**src/logic/pwmtw_pkg.sv**
```systemverilog
// shared constants for the pwm timer group and watchdog
// assumes a single clock domain and the plain strobe register port
package pwmtw_pkg;

  // register port shape
  localparam int ADDR_W   = 8;            // byte-free word address
  localparam int DATA_W   = 32;           // register word width
  localparam int NUM_TMR  = 5;            // one wide plus four narrow timers
  localparam int WIDE_W   = 24;           // wide counter width
  localparam int NARROW_W = 16;           // narrow counter width
  localparam int PRE_W    = 8;            // prescaler width
  localparam int NUM_FLG  = 5;            // event flags per timer

  // address split: upper nibble picks a block, lower nibble a register
  localparam int BLK_LSB  = 4;            // block field position
  localparam logic [3:0] WD_BLOCK = 4'h5; // watchdog block number

  // timer register offsets within a block
  localparam logic [3:0] REG_CTRL  = 4'h0; // control
  localparam logic [3:0] REG_COUNT = 4'h1; // live count
  localparam logic [3:0] REG_CMP0  = 4'h2; // first compare
  localparam logic [3:0] REG_CMP1  = 4'h3; // second compare
  localparam logic [3:0] REG_CAP0  = 4'h4; // capture data zero
  localparam logic [3:0] REG_CAP1  = 4'h5; // capture data one
  localparam logic [3:0] REG_STAT  = 4'h6; // flags, write one to clear
  localparam logic [3:0] REG_IEN   = 4'h7; // event enables
  localparam logic [3:0] REG_SWRST = 4'h8; // software counter reset

  // control field positions
  localparam int CTL_RUN       = 0;       // counter runs
  localparam int CTL_PRE_LSB   = 8;       // prescale divide minus one
  localparam int CTL_RSEL_LSB  = 16;      // counter reset source
  localparam int CTL_UMODE_LSB = 18;      // shadow update mode
  localparam int CTL_ACT0_LSB  = 20;      // pin action on first match
  localparam int CTL_ACT1_LSB  = 22;      // pin action on second match
  localparam int CTL_GPIO      = 24;      // pin released as input
  localparam int CTL_EDGE0_LSB = 26;      // capture zero edge select
  localparam int CTL_EDGE1_LSB = 28;      // capture one edge select

  // flag positions
  localparam int FLG_OVF  = 0;            // rollover
  localparam int FLG_CMP0 = 1;            // first compare match
  localparam int FLG_CMP1 = 2;            // second compare match
  localparam int FLG_CAP0 = 3;            // capture zero
  localparam int FLG_CAP1 = 4;            // capture one
  localparam int STAT_PIN = 8;            // pad level

  // watchdog registers and fields
  localparam logic [3:0] WD_REG_CTRL = 4'h0; // enable and timeout select
  localparam logic [3:0] WD_REG_KEY  = 4'h1; // service key
  localparam logic [3:0] WD_REG_STAT = 4'h2; // half flag and count
  localparam int WD_CTL_EN    = 0;        // enable, sticky until reset
  localparam int WD_SEL_LSB   = 8;        // timeout select
  localparam int WD_SEL_W     = 8;        // timeout select width
  localparam int WD_KEY_SVC   = 0;        // service bit
  localparam int WD_STAT_HALF = 0;        // half timeout reached
  localparam int WD_STAT_EN   = 1;        // enable state
  localparam int WD_CNT_LSB   = 8;        // count field in status
  localparam int WD_CNT_W     = 24;       // watchdog count width
  localparam int WD_STEP_MS   = 10;       // timeout step and minimum
  localparam int WD_MAX_MS    = 1300;     // longest timeout
  localparam logic [WD_SEL_W-1:0] WD_SEL_MAX = WD_SEL_W'(WD_MAX_MS / WD_STEP_MS - 1);

  // modes
  typedef enum logic [1:0] {ACT_NONE, ACT_SET, ACT_CLEAR, ACT_TOGGLE} pwmtw_act_t;
  typedef enum logic [1:0] {EDGE_OFF, EDGE_RISE, EDGE_FALL, EDGE_BOTH} pwmtw_edge_t;
  typedef enum logic [1:0] {RST_ROLL, RST_CMP, RST_SW, RST_SPARE} pwmtw_rsel_t;
  typedef enum logic [1:0] {UPD_MATCH, UPD_RESET, UPD_DIRECT, UPD_SPARE} pwmtw_umode_t;

endpackage

```
**src/logic/pwmtw_top.sv**
```systemverilog
// pwm timer group (one wide, four narrow counters) and watchdog
// assumes synchronous pins, one clock, strobe register port with
// read data one cycle after the read strobe
//
// Overview of operation
// - one 24-bit counter with 8-bit prescaler
// - wide counter has two compare registers
// - wide compare writes shadowed, applied per mode
// - capture edge: rising, falling or both
// - capture copies count into its register
// - five enabled wide events; rollover reset
// - only second wide match drives pin
// - first wide match never touches pins
// - pin level readable; pin releasable as input
// - four 16-bit counters with own prescalers
// - each narrow counter has two compares
// - narrow compare writes shadowed, applied per mode
// - narrow reset: rollover, compare, or software
// - narrow overflow and matches individually enabled
// - narrow match drives pin by action
// - watchdog on slow oscillator, 10ms..1.3s
// - watchdog expiry resets the processor
// - watchdog off at reset, sticky once enabled
// - half timeout status flag
//
// Decided for this implementation: the address map and the plain strobed port.
module pwmtw_top
  import pwmtw_pkg::*;
#(
  parameter int WD_OSC_HZ = 10000        // slow oscillator rate
) (
  // clock and reset
  input  wire logic                         CLK,
  input  wire logic                         RSTN,
  // register port
  input  wire logic [pwmtw_pkg::ADDR_W-1:0] ADDR,
  input  wire logic [pwmtw_pkg::DATA_W-1:0] WDATA,
  input  wire logic                         WR,
  input  wire logic                         RD,
  output logic      [pwmtw_pkg::DATA_W-1:0] RDATA,
  // capture inputs of the wide timer
  input  wire logic                         CAPTURE_INPUT_ZERO,
  input  wire logic                         CAPTURE_INPUT_ONE,
  // pwm pins, bit 0 is the wide compare output
  output logic      [pwmtw_pkg::NUM_TMR-1:0] PWM_PIN_OUT,
  output logic      [pwmtw_pkg::NUM_TMR-1:0] PWM_PIN_OE,
  input  wire logic [pwmtw_pkg::NUM_TMR-1:0] PWM_PIN_IN,
  // event lines per timer
  output logic      [pwmtw_pkg::NUM_TMR-1:0] TIMER_IRQ,
  // watchdog
  input  wire logic                         WD_OSC,
  output logic                              WD_CPU_RESET
);
  import pwmtw_pkg::*;

  // slow oscillator edges per timeout step
  localparam int WD_TICKS = WD_OSC_HZ * WD_STEP_MS / 1000;

  // register hit decode
  function automatic logic hit(input logic [ADDR_W-1:0] a, input logic [3:0] blk,
                               input logic [3:0] rg);
    hit = (a[ADDR_W-1:BLK_LSB] == blk) && (a[BLK_LSB-1:0] == rg);
  endfunction

  // pin action on a compare match
  function automatic logic apply_act(input logic pin, input logic [1:0] act);
    unique case (pwmtw_act_t'(act))
      ACT_SET:    apply_act = 1'b1;
      ACT_CLEAR:  apply_act = 1'b0;
      ACT_TOGGLE: apply_act = ~pin;
      ACT_NONE:   apply_act = pin;
    endcase
  endfunction

  // edge select test
  function automatic logic edge_hit(input logic cur, input logic prev, input logic [1:0] sel);
    unique case (pwmtw_edge_t'(sel))
      EDGE_RISE: edge_hit = cur & ~prev;
      EDGE_FALL: edge_hit = ~cur & prev;
      EDGE_BOTH: edge_hit = cur ^ prev;
      EDGE_OFF:  edge_hit = 1'b0;
    endcase
  endfunction

  // per timer read words, selected read word and capture history
  logic [DATA_W-1:0] rd_word [NUM_TMR+1];   // read mux inputs, last is watchdog
  logic [DATA_W-1:0] next_rdata;            // selected read word
  logic [1:0]        cap_prev;              // capture pins one cycle ago

  // capture pin history
  always_ff @(posedge CLK) begin
    if (!RSTN) begin
      cap_prev <= 2'h0;
    end else begin
      cap_prev <= {CAPTURE_INPUT_ONE, CAPTURE_INPUT_ZERO};
    end
  end

  // timers
  for (genvar i = 0; i < NUM_TMR; i++) begin : g_tmr
    localparam int         W    = (i == 0) ? WIDE_W : NARROW_W;
    localparam logic [3:0] BLK  = 4'(i);
    localparam logic [WIDE_W-1:0] MASK = WIDE_W'((64'h1 << W) - 64'h1);

    logic [DATA_W-1:0]  ctrl;         // control word
    logic [PRE_W-1:0]   pre_cnt;      // prescale counter
    logic [WIDE_W-1:0]  cnt;          // counter
    logic [WIDE_W-1:0]  cmp0;         // active first compare
    logic [WIDE_W-1:0]  cmp1;         // active second compare
    logic [WIDE_W-1:0]  sh0;          // shadow first compare
    logic [WIDE_W-1:0]  sh1;          // shadow second compare
    logic               pend0;        // shadow zero waiting
    logic               pend1;        // shadow one waiting
    logic [WIDE_W-1:0]  cap0;         // capture data zero
    logic [WIDE_W-1:0]  cap1;         // capture data one
    logic [NUM_FLG-1:0] flg;          // sticky event flags
    logic [NUM_FLG-1:0] ien;          // event enables
    logic               pin;          // driven pin level
    logic               run;          // counter enabled
    logic               tick;         // prescaled advance
    logic               m0;           // first compare match
    logic               m1;           // second compare match
    logic               ovf;          // wrap from all ones
    logic               cmp_rst;      // reset on second compare
    logic               sw_rst;       // software reset write
    logic               cnt_rst;      // any counter restart
    logic               cap0_ev;      // capture zero event
    logic               cap1_ev;      // capture one event
    logic [NUM_FLG-1:0] set_flg;      // flags raised this cycle
    logic [NUM_FLG-1:0] clr_flg;      // flags cleared by software
    logic [WIDE_W-1:0]  wval;         // write data cut to counter width
    logic               direct;       // compare writes bypass shadow

    assign run   = ctrl[CTL_RUN];
    assign tick  = run && (pre_cnt == ctrl[CTL_PRE_LSB +: PRE_W]);
    assign m0    = tick && (cnt == cmp0);
    assign m1    = tick && (cnt == cmp1);
    assign ovf   = tick && (cnt == MASK);
    // wide counter resets only on rollover
    assign cmp_rst = (i != 0) && m1
                     && (pwmtw_rsel_t'(ctrl[CTL_RSEL_LSB +: 2]) == RST_CMP);
    assign sw_rst  = (i != 0) && WR && hit(ADDR, BLK, REG_SWRST)
                     && (pwmtw_rsel_t'(ctrl[CTL_RSEL_LSB +: 2]) == RST_SW);
    assign cnt_rst = ovf || cmp_rst || sw_rst;
    assign wval    = WDATA[WIDE_W-1:0] & MASK;
    assign direct  = !run || (pwmtw_umode_t'(ctrl[CTL_UMODE_LSB +: 2]) == UPD_DIRECT);

    // capture only on the wide timer
    if (i == 0) begin : g_cap
      assign cap0_ev = edge_hit(CAPTURE_INPUT_ZERO, cap_prev[0],
                                ctrl[CTL_EDGE0_LSB +: 2]);
      assign cap1_ev = edge_hit(CAPTURE_INPUT_ONE, cap_prev[1],
                                ctrl[CTL_EDGE1_LSB +: 2]);
    end else begin : g_nocap
      assign cap0_ev = 1'b0;
      assign cap1_ev = 1'b0;
    end

    assign set_flg = {cap1_ev, cap0_ev, m1, m0, ovf};
    assign clr_flg = (WR && hit(ADDR, BLK, REG_STAT)) ? WDATA[NUM_FLG-1:0]
                                                      : {NUM_FLG{1'b0}};

    // control and enable registers
    always_ff @(posedge CLK) begin
      if (!RSTN) begin
        ctrl <= 32'h0;
        ien  <= 5'h0;
      end else begin
        if (WR && hit(ADDR, BLK, REG_CTRL)) begin
          ctrl <= WDATA;
        end
        if (WR && hit(ADDR, BLK, REG_IEN)) begin
          ien <= WDATA[NUM_FLG-1:0];
        end
      end
    end

    // prescaler
    always_ff @(posedge CLK) begin
      if (!RSTN || !run || tick) begin
        pre_cnt <= 8'h0;
      end else begin
        pre_cnt <= pre_cnt + 8'h1;
      end
    end

    // counter
    always_ff @(posedge CLK) begin
      if (!RSTN) begin
        cnt <= 24'h0;
      end else if (cnt_rst) begin
        cnt <= 24'h0;
      end else if (tick) begin
        cnt <= cnt + 24'h1;
      end
    end

    // first compare with shadow; a new write beats a transfer
    always_ff @(posedge CLK) begin
      if (!RSTN) begin
        cmp0  <= 24'h0;
        sh0   <= 24'h0;
        pend0 <= 1'b0;
      end else if (WR && hit(ADDR, BLK, REG_CMP0)) begin
        if (direct) begin
          cmp0  <= wval;
          pend0 <= 1'b0;
        end else begin
          sh0   <= wval;
          pend0 <= 1'b1;
        end
      end else if (pend0 && ((pwmtw_umode_t'(ctrl[CTL_UMODE_LSB +: 2]) == UPD_RESET)
                             ? cnt_rst : m0)) begin
        cmp0  <= sh0;
        pend0 <= 1'b0;
      end
    end

    // second compare with shadow
    always_ff @(posedge CLK) begin
      if (!RSTN) begin
        cmp1  <= 24'h0;
        sh1   <= 24'h0;
        pend1 <= 1'b0;
      end else if (WR && hit(ADDR, BLK, REG_CMP1)) begin
        if (direct) begin
          cmp1  <= wval;
          pend1 <= 1'b0;
        end else begin
          sh1   <= wval;
          pend1 <= 1'b1;
        end
      end else if (pend1 && ((pwmtw_umode_t'(ctrl[CTL_UMODE_LSB +: 2]) == UPD_RESET)
                             ? cnt_rst : m1)) begin
        cmp1  <= sh1;
        pend1 <= 1'b0;
      end
    end

    // capture data
    always_ff @(posedge CLK) begin
      if (!RSTN) begin
        cap0 <= 24'h0;
        cap1 <= 24'h0;
      end else begin
        if (cap0_ev) begin
          cap0 <= cnt;
        end
        if (cap1_ev) begin
          cap1 <= cnt;
        end
      end
    end

    // sticky flags, a new event wins over a clear
    always_ff @(posedge CLK) begin
      if (!RSTN) begin
        flg <= 5'h0;
      end else begin
        flg <= (flg & ~clr_flg) | set_flg;
      end
    end

    // pin drive; second match is tested first so it wins a tie
    always_ff @(posedge CLK) begin
      if (!RSTN) begin
        pin <= 1'b0;
      end else if (i == 0) begin
        if (m1) begin
          pin <= apply_act(pin, ctrl[CTL_ACT1_LSB +: 2]);
        end
      end else if (m1) begin
        pin <= apply_act(pin, ctrl[CTL_ACT1_LSB +: 2]);
      end else if (m0) begin
        pin <= apply_act(pin, ctrl[CTL_ACT0_LSB +: 2]);
      end
    end

    // pin released as input when set up as general io
    assign PWM_PIN_OUT[i] = pin;
    assign PWM_PIN_OE[i]  = ~ctrl[CTL_GPIO];
    assign TIMER_IRQ[i]   = |(flg & ien);

    // read words of this block
    always_comb begin
      rd_word[i] = 32'h0;
      unique case (ADDR[BLK_LSB-1:0])
        REG_CTRL:  rd_word[i] = ctrl;
        REG_COUNT: rd_word[i] = 32'(cnt);
        REG_CMP0:  rd_word[i] = 32'(cmp0);
        REG_CMP1:  rd_word[i] = 32'(cmp1);
        REG_CAP0:  rd_word[i] = 32'(cap0);
        REG_CAP1:  rd_word[i] = 32'(cap1);
        REG_STAT:  rd_word[i] = 32'(flg) | (32'(PWM_PIN_IN[i]) << STAT_PIN);
        REG_IEN:   rd_word[i] = 32'(ien);
        default:   rd_word[i] = 32'h0;
      endcase
    end
  end

  // watchdog
  logic                wd_en;     // enabled, sticky
  logic [WD_SEL_W-1:0] wd_sel;    // timeout steps minus one
  logic [WD_CNT_W-1:0] wd_cnt;    // oscillator edges since service
  logic [WD_CNT_W-1:0] wd_limit;  // edges to expiry
  logic                osc_prev;  // oscillator one cycle ago
  logic                osc_edge;  // oscillator rising edge
  logic                wd_svc;    // service write
  logic                wd_half;   // half timeout reached

  assign osc_edge = WD_OSC & ~osc_prev;
  assign wd_svc   = WR && hit(ADDR, WD_BLOCK, WD_REG_KEY) && WDATA[WD_KEY_SVC];
  assign wd_limit = WD_CNT_W'((32'(wd_sel) + 32'h1) * 32'(WD_TICKS));
  assign wd_half  = wd_cnt >= (wd_limit >> 1);

  // oscillator history
  always_ff @(posedge CLK) begin
    if (!RSTN) begin
      osc_prev <= 1'b0;
    end else begin
      osc_prev <= WD_OSC;
    end
  end

  // enable and timeout select; enable cannot be cleared by writes
  always_ff @(posedge CLK) begin
    if (!RSTN) begin
      wd_en  <= 1'b0;
      wd_sel <= 8'h0;
    end else if (WR && hit(ADDR, WD_BLOCK, WD_REG_CTRL)) begin
      wd_en  <= wd_en | WDATA[WD_CTL_EN];
      wd_sel <= (WDATA[WD_SEL_LSB +: WD_SEL_W] > WD_SEL_MAX) ? WD_SEL_MAX
                : WDATA[WD_SEL_LSB +: WD_SEL_W];
    end
  end

  // timeout counter
  always_ff @(posedge CLK) begin
    if (!RSTN || !wd_en || wd_svc) begin
      wd_cnt <= 24'h0;
    end else if (osc_edge && (wd_cnt < wd_limit)) begin
      wd_cnt <= wd_cnt + 24'h1;
    end
  end

  // processor reset held until device reset
  always_ff @(posedge CLK) begin
    if (!RSTN) begin
      WD_CPU_RESET <= 1'b0;
    end else if (wd_en && (wd_cnt >= wd_limit)) begin
      WD_CPU_RESET <= 1'b1;
    end
  end

  // watchdog read words
  always_comb begin
    rd_word[NUM_TMR] = 32'h0;
    unique case (ADDR[BLK_LSB-1:0])
      WD_REG_CTRL: rd_word[NUM_TMR] = 32'(wd_en) | (32'(wd_sel) << WD_SEL_LSB);
      WD_REG_STAT: rd_word[NUM_TMR] = (32'(wd_half) << WD_STAT_HALF)
                                      | (32'(wd_en) << WD_STAT_EN)
                                      | (32'(wd_cnt) << WD_CNT_LSB);
      default:     rd_word[NUM_TMR] = 32'h0;
    endcase
  end

  // block select for reads, unmapped reads zero
  always_comb begin
    next_rdata = 32'h0;
    for (int b = 0; b <= NUM_TMR; b++) begin
      if (ADDR[ADDR_W-1:BLK_LSB] == 4'(b)) begin
        next_rdata = rd_word[b];
      end
    end
  end

  // read data stands only in the cycle after the strobe
  always_ff @(posedge CLK) begin
    if (!RSTN) begin
      RDATA <= 32'h0;
    end else begin
      RDATA <= RD ? next_rdata : 32'h0;
    end
  end

endmodule // pwmtw_top

```
**config.mk**
```make
export PLATFORM = sky130hd
export DESIGN_NAME = pwmtw_top
export DESIGN_NICKNAME = d
export VERILOG_FILES = /design/src/logic/pwmtw_pkg.sv /design/src/logic/pwmtw_top.sv
export SDC_FILE = /design/constraint.sdc
export NUM_CORES = 2
export LEC_CHECK = 0
export BUFFER_PORTS_ARGS = -buffer_cell sky130_fd_sc_hd__buf_2
export CORE_MARGIN = 4
export CORE_UTILIZATION = 45
export DETAILED_ROUTE_END_ITERATION = 10
export GPL_ROUTABILITY_DRIVEN = 0
export PLACE_DENSITY = 0.59
export SLEW_MARGIN = 5
export SYNTH_ARGS = -nofsm -noshare
export SYNTH_HDL_FRONTEND = slang
export SYNTH_SLANG_ARGS = --single-unit
```
**constraint.sdc**
```tcl
create_clock -name CLK -period 6.7 [get_ports CLK]
set_input_delay 0.335 -clock CLK [delete_from_list [all_inputs] [get_ports CLK]]
set_output_delay 0.335 -clock CLK [all_outputs]
set_load 0.01 [all_outputs]
```
### After elaboration in Yosys (flattened, before gate mapping)

Index checks and enable logic that the tools add are counted.

| storage, ports and cells | value |
|---|---|
| logic and storage cells | 541 |
| register bits | 918 |
| RAM bits | 0 |
| bits in latches | 0 |
| memory bits (read-only) | 0 |
| memories | 0 |
| bits of input ports | 52 |

| cells by class | value |
|---|---|
| mux-type cells | 97 |
| equality and inequality tests | 102 |
| multiply operators | 1 |
| divide/modulo/power cells | 0 |
| shifts and indexed selects | 0 |
| order comparisons | 4 |
| add/sub/neg operators | 12 |
| bitwise operators | 58 |
| reductions and logical operators | 198 |

Operator list:

| kind | count |
|---|---|
| one-hot mux 32 bit (6 select lines) | 4 |
| 2-to-1 mux 24 bit | 25 |
| one-hot mux 32 bit (8 select lines) | 1 |
| equality test 24 bit | 10 |
| 2-to-1 mux 32 bit | 6 |
| adder 24 x 1 -> 24 bit, second input constant | 6 |
| logical AND 1 bit | 103 |
| equality test 24 x 16 -> 1 bit, second input constant | 4 |
| one-hot mux 32 bit (2 select lines) | 1 |
| equality test 2 bit, second input constant | 31 |
| AND 5 bit | 10 |
| bitwise OR 5 x 9 -> 9 bit | 5 |
| AND reduction 2 bit | 22 |
| 2-to-1 mux 1 bit | 43 |
| adder 8 x 1 -> 8 bit, second input constant | 5 |
| equality test 2 x 1 -> 1 bit, second input constant | 20 |
| equality test 8 bit | 5 |
| inequality test 2 bit, second input constant | 18 |
| bitwise OR 2 x 32 -> 32 bit | 1 |
| nonzero test 2 bit | 14 |
| one-hot mux 1 bit (3 select lines) | 9 |
| logical OR 1 bit | 25 |
| 2-to-1 mux 5 bit | 5 |
| inverter 5 bit | 5 |
| other kinds (27) | 94 |

### Longest topological paths before layout

| depth | value |
|---|---|
| word-level depth | 10 |
| depth in mapped cells | 25 |

### Least setup slack after synthesis

Ideal clock, no wire load.

| path | value |
|---|---|
| path type | register -> register |
| start point | register wd_sel[0] |
| end point | register wd_cnt[1] |
| path buffers | 2 |
| stages on the path, launching flop included | 25 |
| path slack | 1.587 ns |
| data arrival time | 5.042 ns |
| setup time | 0.072 ns |
| data required time | 6.628 ns |
| cells stage by stage | dfxtp_1 > ha_1 > nand3_1 > xnor2_1 > ha_1 > ha_1 > inv_1 > fa_1 > inv_1 > ha_1 > o21ai_0 > o21bai_1 > a21oi_1 > o21bai_1 > a21oi_1 > xnor2_1 > ha_1 > nand4_1 > o31a_1 > a21oi_1 > o41a_1 > clkbuf_1 > clkbuf_1 > o21ai_0 > a21oi_1 |

| on the way | value |
|---|---|
| word-level cells in the longest chain between the ends | 4 |

Ends and longest elaborated chain:

| item | line | text |
|---|---|---|
| start: declaration | pwmtw_top.sv:303 | `logic [WD_SEL_W-1:0] wd_sel;` |
| start signal: assignment | pwmtw_top.sv:332 | `wd_sel <= (WDATA[WD_SEL_LSB +: WD_SEL_W] > WD_SEL_MAX) ? WD_SEL_MAX` |
| adder 8 x 1 -> 9 bit | pwmtw_top.sv:313 | `assign wd_limit = WD_CNT_W'((32'(wd_sel) + 32'h1) * 32'(WD_TICKS));` |
| multiplier 9 x 5 -> 14 bit | pwmtw_top.sv:313 |  |
| less-than comparator 24 x 16 -> 1 bit | pwmtw_top.sv:341 | `end else if (osc_edge && (wd_cnt < wd_limit)) begin` |
| logical AND 1 bit | pwmtw_top.sv:341 |  |
| end signal: assignment | pwmtw_top.sv:342 | `wd_cnt <= wd_cnt + 24'h1;` |
| end: declaration | pwmtw_top.sv:304 | `logic [WD_CNT_W-1:0] wd_cnt;` |

No other way between the ends.
A chain may end at the register's enable or synchronous reset.

### Worst setup path after layout

| path | value |
|---|---|
| start point | register wd_sel[1] |
| end point | register wd_cnt[4] |

The elaborated chain is that of the path after synthesis.

==> results.yml <==
power_and_ir_drop:
  p_leak_nw: 15.6
  pwr-share-seq: 0.479
  ir_drop_v: 0.000174
  power.share.clock: 0.488
  p_comb_frac: 0.033
  p_switching_mw: 2.47
  swShare: 0.233
  p_int_mw: 8.15
  power_density_mw_per_mm2: 233
finish:
  drive_gt1_frac: 0.0851
  final_cell_mix: "nand2_1, dfxtp_1, a21oi_1, nor2_1, xnor2_1"
  final_nets: 5098
  fillers: 8788
  final_util: 0.503
  area_growth_pct: 10.4
  register_area_mm2: 0.0171
  final_common_cell: "nand2_1"
  multi_input_area_mm2: 0.0222
synth:
  yosysTopAreaCellShare: 0.414
  yosys_warnings: 0
  syn_avg_cell_area_um2: 8.05
  ys_ff_latch: 854
  yosysSeqAreaShare: 0.414
  syn_nets: 5249
  synth_cell_types: 72
  syn_inst: 5123
  netlist_top_cells_area: "dfxtp_1, nand2_1, a21oi_1"
  synth_area_mm2: 0.0413
  yosys.area.top_type: "dfxtp_1"
  synth-main-ff-cell: "dfxtp_1"
  synth-async-reset-ratio: 0
  synth_edf_count: 0
timing:
  finalCritPeriodShare: 0.867
  hold_viol: 0
  worstMarginPinSlew_ns: 1.23
  slew_headroom: 0.171
  rsz0062_at_grt: "false"
  timing.fmax_ghz: 0.172
  setup_viol: 0
  fin_setup_tns_ns: 0
  maxSlewViolCount: 0
  post-route-min-period_ns: 5.81
  finalClockSkew_ns: 0.0220
setup_path:
  critPathRequiredTime_ns: 7.28
  end_kind: "flip-flop"
  crit_fanout: 24
  cp.arrival_ns: 6.39
  r2r_start: "wd_sel[1]"
  ff2ff_path_depth: 22
  cp-startpoint: "wd_sel[1]"
  start_kind: "flip-flop"
  crit_type: "flip-flop to flip-flop"
route:
  drt_first_pass_iters: 6
  ant_nets: 0
  post-route-drc-count: 0
  wire_per_inst_um: 24.1
  drt-initial-drc-count: 4564
  vias: 37719
  routed_wl_mm: 150
  vias_per_cell: 6.06
floorplanning:
  start_util: 0.456
  die_h_um: 311
  die-area_mm2: 0.0966
  fp.dieW_um: 311
  core_area_mm2: 0.0904
  ioPinCount: 100
  rows: 110
grt:
  antenna_found_initial: 5
  grt_pass1_wl_mm: 223
  grtUsageTotal: 0.297
  grt-ovfl-total: 0
  grt_max_degree: 152
  grt_pass1_vias: 34038
cts:
  clkTransAtPathRegs_ns: 0.06
  hold_buffers: 12
  tritoncts: "built"
  post_cts_buffers: 0
  cts_max_level: 3
  numClockSinks: 854
  cts_max_path_buffers: 3
  clk_latency_ns: 0.68
  cts-root-buf: "clkbuf_16"
  cts_inserted_buffers: 92
  cts-resized-gates: 0
placed_design:
  hpwl_mm: 101
  port_buffers: 99
worst_hold_path:
  min_from: "WDATA[23]"
  whs_path_depth: 3
  hold_class: "input pin to flip-flop"
run_status:
  status: "complete, no violations"
run:
  drv_cap: 0
power groups by stage:
stage | Combinational [mW] | Clock, mW | Sequential, mW
4_1_cts | 0.340 | 5.26 | 5.08
2_1_floorplan | 0.178 | 0 | 5.20
5_1_grt | 0.360 | 5.45 | 5.08
3_5_place_dp | 0.334 | 0 | 5.20
6_report | 0.348 | 5.18 | 5.09
3_3_place_gp | 0.334 | 0 | 5.20
Yosys cell counts (14+ instances only):
master and instances:
a221oi_1 49, nand2_1 984, nand4_1 90, clkbuf_1 395, ha_1 70, nand3b_1 18, dfxtp_1 854, xnor2_1 250
a311oi_1 35, a21oi_1 457, nand3_1 214, nor3_1 34, nor2_1 454, buf_1 31, o31ai_1 59, a31oi_1 40
o21ai_0 84, o22ai_1 18, nor4_1 36, mux2_2 16, and4_1 14, a211oi_1 34, or3_1 17, a22o_1 36
xor2_1 119, inv_1 87, a22oi_1 183, and3_1 51, and2_1 25, o221a_2 24, a222oi_1 24, mux2i_1 148
or4_1 19
per-layer routing:
layer	vias up	global-route usage	routed length, um
li1	17543	-	-
met2	1781	0.433	62100
met5	-	0	0
met3	291	0.0589	14700
met1	18104	0.431	66700
met4	0	0.116	6710
critical path, cell delays in order (launching register included):
cell	delay [ns]
dfxtp_1	0.44
ha_1	0.28
nand3_1	0.15
xnor2_1	0.29
ha_1	0.29
ha_1	0.28
inv_1	0.05
fa_1	0.52
inv_1	0.04
ha_1	0.34
o21ai_0	0.14
o21bai_1	0.10
a21oi_1	0.24
o21bai_1	0.09
a21oi_1	0.17
xnor2_1	0.18
ha_1	0.30
a21oi_1	0.14
o31a_1	0.22
a21oi_1	0.09
o41a_1	0.70
or4_1	0.50
a21oi_1	0.15
worst paths after layout:
| path | endpoint | slack (ns) |
|---|---|---|
| setup / recovery | wd_cnt[4] | 0.89 |
| hold / removal | g_tmr[0].ctrl[23] | 0.06 |
| setup reg to reg | wd_cnt[4] | 0.89 |
| hold reg to reg | g_tmr[3].sh1[4] | 0.45 |
kinds of logic (layout without fill, tap and decap cells):
logic type               count (synthesis)  in the layout  synth area share
XOR/XNOR                               369            369            0.0783
adder cells (fa/ha/maj)                 76             76            0.0237
buffers and inverters                  532            450            0.0497
flip-flops                             854            854             0.414
AO/OA/AOI/OAI                         1120           1120             0.181
other                                    0              4                 0
AND/OR/NAND/NOR                       2008           2008             0.213
multiplexers                           164            164            0.0403
sequential cells by signal, indices dropped and copies added, names as in the netlist, 24 cells and up:
| register | count |
|---|---|
| g_tmr.sh1 | 88 |
| g_tmr.cap1 | 24 |
| g_tmr.flg | 25 |
| g_tmr.cmp1 | 88 |
| g_tmr.sh0 | 88 |
| g_tmr.ctrl | 160 |
| RDATA | 32 |
| g_tmr.cap0 | 24 |
| wd_cnt | 24 |
| g_tmr.cmp0 | 88 |
| g_tmr.ien | 25 |
| g_tmr.pre_cnt | 40 |
| g_tmr.cnt | 120 |
per-stage QoR:
stage | hold WS [ns] | instance area [um^2] | cells | total power, mW | worst slack, ns
3_5_place_dp | 0.444 | 42300 | 6042 | 5.53 | 0.972
6_report | 0.0581 | 45500 | 6221 | 10.6 | 0.890
3_3_place_gp | 0.439 | 42300 | 6042 | 5.53 | 1.05
4_1_cts | 0.00812 | 45500 | 6217 | 10.7 | 0.898
5_1_grt | 0.0394 | 45500 | 6217 | 10.9 | 0.486
2_1_floorplan | 0.424 | 41300 | 5123 | 5.37 | 1.59
cell type report:
class / instances / share of cell area
Sequential cell: 854 / 0.376
Antenna cell: 4 / 0.000220
Clock inverter: 32 / 0.00728
Inverter: 88 / 0.00742
Multi-Input combinational cell: 3737 / 0.489
Timing Repair Buffer: 199 / 0.0289
Clock buffer: 131 / 0.0596
Tap cell: 1176 / 0.0323
Power figures use the tool's default switching activity.
